**config.mk**
```make
export PLATFORM = sky130hd
export DESIGN_NAME = tmrctl_top
export DESIGN_NICKNAME = d
export VERILOG_FILES = /design/src/design/tmrctl_pkg.sv /design/src/design/tmrctl_top.sv
export SDC_FILE = /design/constraint.sdc
export NUM_CORES = 1
export LEC_CHECK = 0
export BUFFER_PORTS_ARGS = -buffer_cell sky130_fd_sc_hd__buf_2
export CAP_MARGIN = 10
export CORE_ASPECT_RATIO = 1.1
export CORE_UTILIZATION = 61
export CTS_CLUSTER_DIAMETER = 150
export CTS_CLUSTER_SIZE = 10
export DETAILED_ROUTE_END_ITERATION = 8
export PLACE_DENSITY = 0.79
export SETUP_SLACK_MARGIN = 0.2
export SLEW_MARGIN = 15
export SYNTH_ARGS = -nofsm -noshare
export SYNTH_HDL_FRONTEND = slang
export SYNTH_SLANG_ARGS = --single-unit
```
**constraint.sdc**
```tcl
create_clock -name clock_in -period 5.4 [get_ports clock_in]
set_clock_uncertainty 0.05 [all_clocks]
set_input_delay 0.27 -clock clock_in [delete_from_list [all_inputs] [get_ports clock_in]]
set_output_delay 0.27 -clock clock_in [all_outputs]
set_load 0.01 [all_outputs]
```
**src/design/tmrctl_pkg.sv**
```systemverilog
/*
  Shared constants and types for the timer control block: register offsets,
  field positions, reset values, mode and command codes, prescaler masks.
  Assumes an 8-bit register port addressed by byte offset.
*/
package tmrctl_pkg;
  // ==========================================================
  // Register offsets
  localparam logic [5:0] ADDR_CTRL_A = 6'h00; // Enable, prescaler, standby
  localparam logic [5:0] ADDR_CTRL_B = 6'h01; // Output enables, auto-lock, mode
  localparam logic [5:0] ADDR_CTRL_C = 6'h02; // Output value override
  localparam logic [5:0] ADDR_CTRL_D = 6'h03; // Split mode select
  localparam logic [5:0] ADDR_CTRLE_CLR = 6'h04; // Clear strobe for control E
  localparam logic [5:0] ADDR_CTRLE_SET = 6'h05; // Set strobe for control E
  localparam logic [5:0] ADDR_COUNT_LO = 6'h20; // Counter, read only here
  localparam logic [5:0] ADDR_COUNT_HI = 6'h21;
  localparam logic [5:0] ADDR_PERIOD_LO = 6'h26; // Period, written directly
  localparam logic [5:0] ADDR_PERIOD_HI = 6'h27;
  localparam logic [5:0] ADDR_CMPBUF_BASE = 6'h38; // Buffer n low byte at base+2n
  localparam logic [5:0] ADDR_STATUS = 6'h3e; // Running flag and valid flags
  // ==========================================================
  // Field positions
  localparam int A_RUN_STDBY_BIT = 7;
  localparam int A_PRESC_LSB = 1;
  localparam int A_ENABLE_BIT = 0;
  localparam int D_SPLIT_BIT = 0;
  localparam int E_CMD_LSB = 2;
  localparam int E_LOCK_BIT = 1;
  localparam int E_DIR_BIT = 0;
  localparam int NUM_CH = 3;
  // ==========================================================
  // Reset values
  localparam logic [7:0] CTRL_RST = 8'h00;
  localparam logic [15:0] PERIOD_RST = 16'hffff;
  localparam logic [15:0] CMP_RST = 16'h0000;
  // ==========================================================
  // Waveform mode codes
  localparam logic [2:0] MODE_NORMAL = 3'h0;
  localparam logic [2:0] MODE_FREQ = 3'h1;
  localparam logic [2:0] MODE_SINGLE = 3'h3;
  localparam logic [2:0] MODE_DS_TOP = 3'h5;
  localparam logic [2:0] MODE_DS_BOTH = 3'h6;
  localparam logic [2:0] MODE_DS_BOTTOM = 3'h7;
  // Command codes
  localparam logic [1:0] CMD_NONE = 2'h0;
  localparam logic [1:0] CMD_UPDATE = 2'h1;
  localparam logic [1:0] CMD_RESTART = 2'h2;
  localparam logic [1:0] CMD_HARD_RESET = 2'h3;
  // Prescaler masks: tick when all masked bits are ones (1,2,4,8,16,64,256,1024)
  localparam logic [9:0] PRESC_MASK [0:7] = '{10'h000, 10'h001, 10'h003, 10'h007,
                                              10'h00f, 10'h03f, 10'h0ff, 10'h3ff};
  // ==========================================================
  // Control B layout
  typedef struct packed {
    logic reserved;          // Bit 7, reads zero
    logic [2:0] cmp_en;      // Bits 6:4, channel 2..0
    logic auto_lock;         // Bit 3
    logic [2:0] wave_mode;   // Bits 2:0
  } tmrctl_timer_control_b_t;
endpackage

```
**src/design/tmrctl_top.sv**
```systemverilog
/*
  Control register logic of a 16-bit timer in normal mode: prescaler, counter
  sequencing per waveform mode, update locking, compare buffers and the
  waveform levels that go to the pads and to the logic cell link.
  Assumes a single 100 MHz clock, a register port on the same clock, and a
  standby indication from the power controller on the same clock.
*/
// The address-and-strobe port was chosen for this implementation.
`timescale 1ns/1ps

module tmrctl_top (
  input wire logic clock_in,
  input wire logic reset_n_in,
  input wire logic [5:0] reg_addr_in,
  input wire logic [7:0] reg_wdata_in,
  input wire logic reg_wr_in,
  input wire logic reg_rd_in,
  output logic [7:0] reg_rdata_out,
  input wire logic standby_in,
  output logic [2:0] wave_pin_out,
  output logic [2:0] wave_pin_oe_out,
  output logic [2:0] wave_link_out,
  output logic update_out,
  output logic overflow_out,
  output logic split_mode_out,
  output logic count_dir_out,
  output logic running_out
);
  // ==========================================================
  // Register state
  logic [7:0] ctrl_a_ff; // Standby run, prescaler, enable
  tmrctl_pkg::tmrctl_timer_control_b_t ctrl_b_ff; // Output enables, auto-lock, mode
  logic split_ff; // Split mode select
  logic lock_ff; // Update lock
  logic dir_ff; // Count direction, 1 = down
  logic [15:0] period_ff; // Period, TOP in most modes
  logic [15:0] count_ff; // Counter
  logic [9:0] presc_ff; // Prescaler counter
  logic [15:0] cmpbuf_ff [tmrctl_pkg::NUM_CH]; // Compare buffers
  logic [15:0] cmp_ff [tmrctl_pkg::NUM_CH]; // Active compare values
  logic [2:0] valid_ff; // Buffer valid flags
  logic [2:0] level_ff; // Waveform generator levels
  logic [7:0] rdata_ff; // Read data, one cycle after strobe
  logic update_ff; // Load pulse
  logic overflow_ff; // Overflow pulse
  logic running_ff; // Registered run state
  // ==========================================================
  // Decode of writes and commands
  logic wr_a, wr_b, wr_c, wr_d, wr_eclr, wr_eset, wr_e;
  logic [1:0] cmd; // Command field of a control E write
  logic cmd_update, cmd_restart, cmd_hard;
  logic enable, run, tick;
  logic [2:0] presc_sel;
  tmrctl_pkg::tmrctl_timer_control_b_t wr_b_data; // Write data seen as control B fields

  assign wr_a = reg_wr_in && (reg_addr_in == tmrctl_pkg::ADDR_CTRL_A);
  assign wr_b = reg_wr_in && (reg_addr_in == tmrctl_pkg::ADDR_CTRL_B);
  assign wr_c = reg_wr_in && (reg_addr_in == tmrctl_pkg::ADDR_CTRL_C);
  assign wr_d = reg_wr_in && (reg_addr_in == tmrctl_pkg::ADDR_CTRL_D);
  assign wr_eclr = reg_wr_in && (reg_addr_in == tmrctl_pkg::ADDR_CTRLE_CLR);
  assign wr_eset = reg_wr_in && (reg_addr_in == tmrctl_pkg::ADDR_CTRLE_SET);
  assign wr_e = wr_eclr || wr_eset;
  assign wr_b_data = tmrctl_pkg::tmrctl_timer_control_b_t'(reg_wdata_in);
  // Command acts from either half of control E; it is never stored
  assign cmd = reg_wdata_in[tmrctl_pkg::E_CMD_LSB +: 2];
  assign cmd_update = wr_e && (cmd == tmrctl_pkg::CMD_UPDATE);
  assign cmd_restart = wr_e && (cmd == tmrctl_pkg::CMD_RESTART);
  // Hard reset only while disabled, so a running output never glitches
  assign cmd_hard = wr_e && (cmd == tmrctl_pkg::CMD_HARD_RESET) && !enable;
  assign enable = ctrl_a_ff[tmrctl_pkg::A_ENABLE_BIT];
  assign presc_sel = ctrl_a_ff[tmrctl_pkg::A_PRESC_LSB +: 3];
  // Standby halts the timer unless standby run is set
  assign run = enable && (!standby_in || ctrl_a_ff[tmrctl_pkg::A_RUN_STDBY_BIT]);
  // One tick per divided period
  assign tick = run && ((presc_ff & tmrctl_pkg::PRESC_MASK[presc_sel]) ==
                        tmrctl_pkg::PRESC_MASK[presc_sel]);

  // ==========================================================
  // Counter sequencing per mode
  logic [15:0] top; // Current TOP value
  logic is_top, is_bottom;
  logic [15:0] nxt_count;
  logic upd_cond, ovf_cond, dir_flip;
  logic [2:0] match; // Counter equals compare value
  logic load_hw, load, all_valid;

  // Frequency mode uses compare 0 as TOP
  assign top = (ctrl_b_ff.wave_mode == tmrctl_pkg::MODE_FREQ) ? cmp_ff[0] : period_ff;
  assign is_top = (count_ff == top);
  assign is_bottom = (count_ff == 16'h0000);

  // Next count, update and overflow points, hardware direction changes
  always_comb begin
    nxt_count = count_ff;
    upd_cond = 1'b0;
    ovf_cond = 1'b0;
    dir_flip = 1'b0;
    if (tick) begin
      case (ctrl_b_ff.wave_mode)
        tmrctl_pkg::MODE_SINGLE: begin
          // Wraps to BOTTOM; update and overflow there
          if (is_top) begin
            nxt_count = 16'h0000;
            upd_cond = 1'b1;
            ovf_cond = 1'b1;
          end else begin
            nxt_count = count_ff + 16'h0001;
          end
        end
        tmrctl_pkg::MODE_DS_TOP, tmrctl_pkg::MODE_DS_BOTH,
        tmrctl_pkg::MODE_DS_BOTTOM: begin
          if (!dir_ff) begin
            // Rising slope, turn at TOP
            if (is_top) begin
              nxt_count = count_ff - 16'h0001;
              dir_flip = 1'b1;
              ovf_cond = (ctrl_b_ff.wave_mode != tmrctl_pkg::MODE_DS_BOTTOM);
            end else begin
              nxt_count = count_ff + 16'h0001;
            end
          end else begin
            // Falling slope, turn at BOTTOM where updates happen
            if (is_bottom) begin
              nxt_count = count_ff + 16'h0001;
              dir_flip = 1'b1;
              upd_cond = 1'b1;
              ovf_cond = (ctrl_b_ff.wave_mode != tmrctl_pkg::MODE_DS_TOP);
            end else begin
              nxt_count = count_ff - 16'h0001;
            end
          end
        end
        default: begin
          // Normal, frequency and reserved codes: single direction per bit
          if (!dir_ff) begin
            if (is_top) begin
              nxt_count = 16'h0000;
              upd_cond = 1'b1;
              ovf_cond = 1'b1;
            end else begin
              nxt_count = count_ff + 16'h0001;
            end
          end else begin
            if (is_bottom) begin
              nxt_count = top;
              upd_cond = 1'b1;
              ovf_cond = 1'b1;
            end else begin
              nxt_count = count_ff - 16'h0001;
            end
          end
        end
      endcase
    end
  end

  // Locked update conditions are swallowed; a forced update always loads
  assign load_hw = upd_cond && !lock_ff;
  assign load = load_hw || cmd_update;
  // Channels with outputs disabled do not hold the unlock back
  assign all_valid = &(valid_ff | ~ctrl_b_ff.cmp_en);

  // ==========================================================
  // Control A: standby run, prescaler, enable
  always_ff @(posedge clock_in) begin
    if (!reset_n_in || cmd_hard) begin
      ctrl_a_ff <= tmrctl_pkg::CTRL_RST;
    end else if (wr_a) begin
      // Bits 6:4 are unused and read zero
      ctrl_a_ff <= reg_wdata_in & 8'h8f;
    end
  end

  // Control B and split mode
  always_ff @(posedge clock_in) begin
    if (!reset_n_in || cmd_hard) begin
      ctrl_b_ff <= tmrctl_pkg::tmrctl_timer_control_b_t'(tmrctl_pkg::CTRL_RST);
      split_ff <= 1'b0;
    end else begin
      if (wr_b) begin
        ctrl_b_ff <= tmrctl_pkg::tmrctl_timer_control_b_t'(reg_wdata_in & 8'h7f);
      end
      if (wr_d) begin
        // Only the select is held; the 8-bit pair lives elsewhere
        split_ff <= reg_wdata_in[tmrctl_pkg::D_SPLIT_BIT];
      end
    end
  end

  // ==========================================================
  // Update lock: software set/clear wins over the auto-lock machinery
  always_ff @(posedge clock_in) begin
    if (!reset_n_in || cmd_hard) begin
      lock_ff <= 1'b0;
    end else if (wr_eset && reg_wdata_in[tmrctl_pkg::E_LOCK_BIT]) begin
      lock_ff <= 1'b1;
    end else if (wr_eclr && reg_wdata_in[tmrctl_pkg::E_LOCK_BIT]) begin
      lock_ff <= 1'b0;
    end else if (wr_b && wr_b_data.auto_lock && !ctrl_b_ff.auto_lock) begin
      lock_ff <= 1'b1; // Lock at once when auto-lock turns on
    end else if (ctrl_b_ff.auto_lock) begin
      if (load_hw) begin
        lock_ff <= 1'b1;
      end else if (lock_ff && all_valid) begin
        lock_ff <= 1'b0;
      end
    end
  end

  // Direction: software set/clear, hardware turns in dual slope
  always_ff @(posedge clock_in) begin
    if (!reset_n_in || cmd_hard || cmd_restart) begin
      dir_ff <= 1'b0;
    end else if (wr_eset && reg_wdata_in[tmrctl_pkg::E_DIR_BIT]) begin
      dir_ff <= 1'b1;
    end else if (wr_eclr && reg_wdata_in[tmrctl_pkg::E_DIR_BIT]) begin
      dir_ff <= 1'b0;
    end else if (dir_flip) begin
      dir_ff <= !dir_ff;
    end
  end

  // ==========================================================
  // Prescaler: cleared while stopped so the first tick is a full period
  always_ff @(posedge clock_in) begin
    if (!reset_n_in || cmd_hard || cmd_restart || !run) begin
      presc_ff <= 10'h000;
    end else begin
      presc_ff <= presc_ff + 10'h001;
    end
  end

  // Counter holds unless ticked
  always_ff @(posedge clock_in) begin
    if (!reset_n_in || cmd_hard || cmd_restart) begin
      count_ff <= 16'h0000;
    end else if (tick) begin
      count_ff <= nxt_count;
    end
  end

  // Period, written directly byte by byte
  always_ff @(posedge clock_in) begin
    if (!reset_n_in || cmd_hard) begin
      period_ff <= tmrctl_pkg::PERIOD_RST;
    end else if (reg_wr_in && (reg_addr_in == tmrctl_pkg::ADDR_PERIOD_LO)) begin
      period_ff[7:0] <= reg_wdata_in;
    end else if (reg_wr_in && (reg_addr_in == tmrctl_pkg::ADDR_PERIOD_HI)) begin
      period_ff[15:8] <= reg_wdata_in;
    end
  end

  // ==========================================================
  // Compare buffers, valid flags and active compare values
  always_ff @(posedge clock_in) begin
    if (!reset_n_in || cmd_hard) begin
      for (int n = 0; n < tmrctl_pkg::NUM_CH; n++) begin
        cmpbuf_ff[n] <= tmrctl_pkg::CMP_RST;
        cmp_ff[n] <= tmrctl_pkg::CMP_RST;
        valid_ff[n] <= 1'b0;
      end
    end else begin
      for (int n = 0; n < tmrctl_pkg::NUM_CH; n++) begin
        if (reg_wr_in && (reg_addr_in == 6'(tmrctl_pkg::ADDR_CMPBUF_BASE + 2 * n))) begin
          cmpbuf_ff[n][7:0] <= reg_wdata_in;
        end
        // High byte completes the value; its write sets valid and beats a clear
        if (reg_wr_in && (reg_addr_in == 6'(tmrctl_pkg::ADDR_CMPBUF_BASE + 2 * n + 1))) begin
          cmpbuf_ff[n][15:8] <= reg_wdata_in;
          valid_ff[n] <= 1'b1;
        end else if (load) begin
          valid_ff[n] <= 1'b0;
        end
        if (load) begin
          cmp_ff[n] <= cmpbuf_ff[n];
        end
      end
    end
  end

  // ==========================================================
  // Waveform levels
  always_comb begin
    for (int n = 0; n < tmrctl_pkg::NUM_CH; n++) begin
      match[n] = (count_ff == cmp_ff[n]);
    end
  end

  always_ff @(posedge clock_in) begin
    if (!reset_n_in || cmd_hard) begin
      level_ff <= 3'h0;
    end else if (!enable) begin
      // Direct override only while disabled
      if (wr_c) begin
        level_ff <= reg_wdata_in[2:0];
      end
    end else if (tick) begin
      case (ctrl_b_ff.wave_mode)
        tmrctl_pkg::MODE_FREQ: begin
          // Toggle once per period
          if (upd_cond) begin
            level_ff[0] <= !level_ff[0];
          end
        end
        tmrctl_pkg::MODE_SINGLE: begin
          for (int n = 0; n < tmrctl_pkg::NUM_CH; n++) begin
            if (upd_cond) begin
              level_ff[n] <= 1'b1;
            end else if (match[n]) begin
              level_ff[n] <= 1'b0;
            end
          end
        end
        tmrctl_pkg::MODE_DS_TOP, tmrctl_pkg::MODE_DS_BOTH,
        tmrctl_pkg::MODE_DS_BOTTOM: begin
          // Clear on the way up, set on the way down
          for (int n = 0; n < tmrctl_pkg::NUM_CH; n++) begin
            if (match[n]) begin
              level_ff[n] <= dir_ff;
            end
          end
        end
        default: level_ff <= level_ff;
      endcase
    end
  end

  // ==========================================================
  // Event pulses and run state
  always_ff @(posedge clock_in) begin
    if (!reset_n_in) begin
      update_ff <= 1'b0;
      overflow_ff <= 1'b0;
      running_ff <= 1'b0;
    end else begin
      update_ff <= load;
      overflow_ff <= ovf_cond;
      running_ff <= run;
    end
  end

  // ==========================================================
  // Read port: data stand in the cycle after the strobe only
  always_ff @(posedge clock_in) begin
    if (!reset_n_in) begin
      rdata_ff <= 8'h00;
    end else if (reg_rd_in) begin
      case (reg_addr_in)
        tmrctl_pkg::ADDR_CTRL_A: rdata_ff <= ctrl_a_ff;
        tmrctl_pkg::ADDR_CTRL_B: rdata_ff <= ctrl_b_ff;
        tmrctl_pkg::ADDR_CTRL_C: rdata_ff <= {5'h00, level_ff};
        tmrctl_pkg::ADDR_CTRL_D: rdata_ff <= {7'h00, split_ff};
        // Command field always reads zero
        tmrctl_pkg::ADDR_CTRLE_CLR,
        tmrctl_pkg::ADDR_CTRLE_SET: rdata_ff <= {6'h00, lock_ff, dir_ff};
        tmrctl_pkg::ADDR_COUNT_LO: rdata_ff <= count_ff[7:0];
        tmrctl_pkg::ADDR_COUNT_HI: rdata_ff <= count_ff[15:8];
        tmrctl_pkg::ADDR_PERIOD_LO: rdata_ff <= period_ff[7:0];
        tmrctl_pkg::ADDR_PERIOD_HI: rdata_ff <= period_ff[15:8];
        tmrctl_pkg::ADDR_STATUS: rdata_ff <= {4'h0, running_ff, valid_ff};
        default: rdata_ff <= 8'h00; // Unmapped reads zero
      endcase
    end else begin
      rdata_ff <= 8'h00;
    end
  end

  // ==========================================================
  // Outputs, all straight from flip-flops
  assign reg_rdata_out = rdata_ff;
  assign wave_pin_out = level_ff;
  // Pad takes the level only where enabled; port must be set as output
  assign wave_pin_oe_out = ctrl_b_ff.cmp_en;
  // Link side bypasses the enables
  assign wave_link_out = level_ff;
  assign update_out = update_ff;
  assign overflow_out = overflow_ff;
  assign split_mode_out = split_ff;
  assign count_dir_out = dir_ff;
  assign running_out = running_ff;
endmodule // tmrctl_top

```
==> impl_metrics.json <==
{
  "rows": 45,
  "overflow": 0,
  "r2r_end": "cmp_ff[0][15]$_SDFFCE_PN0P_",
  "worstMarginPinSlew_ns": 1.12,
  "clock_latency_ns": 0.44,
  "crit_end": "cmp_ff[0][15]$_SDFFCE_PN0P_",
  "cts_buffers": 17,
  "outcome": "completed",
  "start_util_pct": 63.4,
  "tritoncts": "done",
  "cts-root-buf": "clkbuf_16",
  "grt_pass1_vias": 6851,
  "drt_wl_total_um": 25900,
  "path_clk_slew_ns": 0.07,
  "n_antenna_cell": 0,
  "ys.flop_type": "edfxtp_1",
  "dp_slack_ns": 1.44,
  "syn-mean-instance-area_um2": 9.75,
  "ys_async_sr_fraction_pct": 0,
  "synth_seq_cells": 170,
  "fin_crit_ns": 4.14,
  "worstHoldPathType": "primary input to register",
  "num_vias": 7368,
  "port_buffers": 40,
  "clock_path_buffers": 2,
  "dieArea_mm2": 0.0151,
  "htreeDepth": 4,
  "hold_viol_final": 0,
  "via_per_inst": 6.59,
  "grtUsageTotal_pct": 35.8,
  "reg2reg_slack_ns": 1.26,
  "core_region_area_mm2": 0.0140,
  "setup_slack_ns": 1.26,
  "cts_num_sinks": 170,
  "finalSetupTns_ns": 0,
  "syn_inst": 912,
  "synth_top_area_share_pct": 32.4,
  "dp_hpwl_um": 18200,
  "cp.arrival_ns": 4.14,
  "worstPathRequired_ns": 5.40,
  "ys_seq_area_share_pct": 49.1,
  "io_pins": 41,
  "yosysTopAreaCell": "edfxtp_1",
  "setup_viol": 0,
  "powerDensity_mw_per_mm2": 280,
  "postRouteAntennaNets": 0,
  "drcViolationCount": 0,
  "area_growth_pct": 9.12,
  "critPathMaxFanout": 49,
  "path_class": "register to register",
  "synth.most_common_cell": "edfxtp_1",
  "yosys-top-cells-count": "edfxtp_1 (96), nand2_1 (87), dfxtp_1 (74), nor2_1 (70), and2_1 (65)",
  "finalMaxSlewViolations": 0,
  "period_share_pct": 76.6,
  "drtPass1Iterations": 6,
  "crit_path_start": "count_ff[12]$_SDFFE_PP0P_",
  "wire_per_inst_um": 23.2,
  "power_mw": 2.72,
  "grt_pass1_wl_um": 38800,
  "cts_resized": 0,
  "nNetsFinal": 940,
  "die_y_um": 129,
  "grt_max_degree": 50,
  "startpoint_type": "register",
  "holdBufCountCts": 0,
  "rsz0062_at_grt": "no",
  "gp_congestion": 0.968,
  "die_x_um": 117,
  "drt_iter0_drc": 1105,
  "max_freq_ghz": 0.242,
  "n_fill_cell": 1057,
  "synth_edf_count": 96,
  "synth_nets": 935,
  "drive_above_1_share_pct": 11.7,
  "antenna_found_initial": 0,
  "critPathCaptureType": "register",
  "slew-limit-headroom_pct": 25.3,
  "synth_area_mm2": 0.00889,
  "post-cts-setup-buffers": 0,
  "power.leakage_nw": 3.69,
  "ys_warn_count": 0,
  "r2r-start": "count_ff[12]$_SDFFE_PP0P_",
  "ys_types": 72,
  "cap_violations": 0,
  "synthTopCellsByArea": "edfxtp_1 (32%), dfxtp_1 (17%), xor2_1 (6.0%)",
  "hold_path.startpoint": "reg_wdata_in[6]",
  "r2r_cells": 7,
  "ir_drop_v": 0.000346
}
-- how the worst min path moves through the flow --
stage | to | cells after the start
6_report | wave_pin_oe_out[2]$_SDFFE_PP0P_ | 3
5_1_grt | wave_pin_oe_out[2]$_SDFFE_PP0P_ | 3
4_1_cts | period_ff[5]$_SDFFE_PP1P_ | 3
3_5_place_dp | presc_ff[0]$_SDFF_PP0_ | 1
3_3_place_gp | presc_ff[0]$_SDFF_PP0_ | 1
2_1_floorplan | period_ff[13]$_SDFFE_PP1P_ | 2
-- cell families after synthesis --
family                     count (synthesis)  share of synthesized area, %
adders and majority gates                  6                         0.788
DFF                                      170                          49.1
muxes                                     22                          2.49
AOI/OAI and AO/OA                        202                          15.6
and+or+nand+nor                          348                          20.2
xor gates and xnor gates                  75                          7.39
buffers and inverters                     89                          4.43
-- metrics by stage --
stage	std cells	hold WS, ns	area, um2	util (%)
global route	1118	0.113	9700	69.2
detailed placement	1086	0.437	9110	65.0
finish	1118	0.105	9700	69.2
global placement	1086	0.402	9110	65.0
floorplan	912	0.344	8890	-
CTS	1118	0.0910	9690	69.1
-- layout by cell type (no fill, tap or decap), types with 14 or more instances in the layout --
cell type | synthesis | layout
edfxtp_1 | 96 | 96
nand2_1 | 87 | 86
dfxtp_1 | 74 | 74
nor2_1 | 70 | 70
and2_1 | 65 | 65
xor2_1 | 61 | 61
a21oi_1 | 51 | 51
o21ai_0 | 42 | 40
buf_2 | 8 | 40
nand3_1 | 34 | 34
inv_1 | 24 | 24
mux2i_1 | 21 | 21
nor3_1 | 19 | 17
clkbuf_16 | 0 | 17
xnor2_1 | 14 | 14
-- sequential cells by signal, summed over array words and instances (netlist names), 4 cells and up --
signal / flops
ctrl_a_ff: 5
presc_ff: 10
period_ff: 16
ctrl_b_ff: 4
cmpbuf_ff: 48
cmp_ff: 48
count_ff: 16
reg_rdata_out: 8
-- worst max-delay path: stages (launching register included) --
cell and delay [ns]:
dfxtp_1 0.83, nor2b_1 0.10, a2111oi_0 0.62, a31oi_1 0.24
nor4_4 0.42, a32oi_1 0.28, o32a_4 0.41, nand2_2 0.77
-- metal layers --
metal / track usage [%] / part of all wire [%] / vias to the layer above
met2: 57.2 / 47 / 471
met3: 6.83 / 10 / 109
li1: - / - / 3307
met4: 21.1 / 5.1 / 0
met5: 0 / 0 / -
met1: 45.3 / 38 / 3481
-- power breakdown --
group | switching (mW) | total, mW | internal [mW]
sequential | 0.0182 | 1.41 | 1.39
combinational | 0.0753 | 0.104 | 0.0288
clock | 0.587 | 1.20 | 0.617
-- final cells by class --
type | count | area (um2) | area share (%)
sequential | 170 | 4360 | 45.0
multi-input combinational | 653 | 4150 | 42.8
clock buffer | 17 | 425 | 4.38
timing repair buffer | 51 | 283 | 2.91
tap | 188 | 235 | 2.42
clock inverter | 15 | 153 | 1.57
inverter | 24 | 90.1 | 0.929
Power figures use the tool's default switching activity.
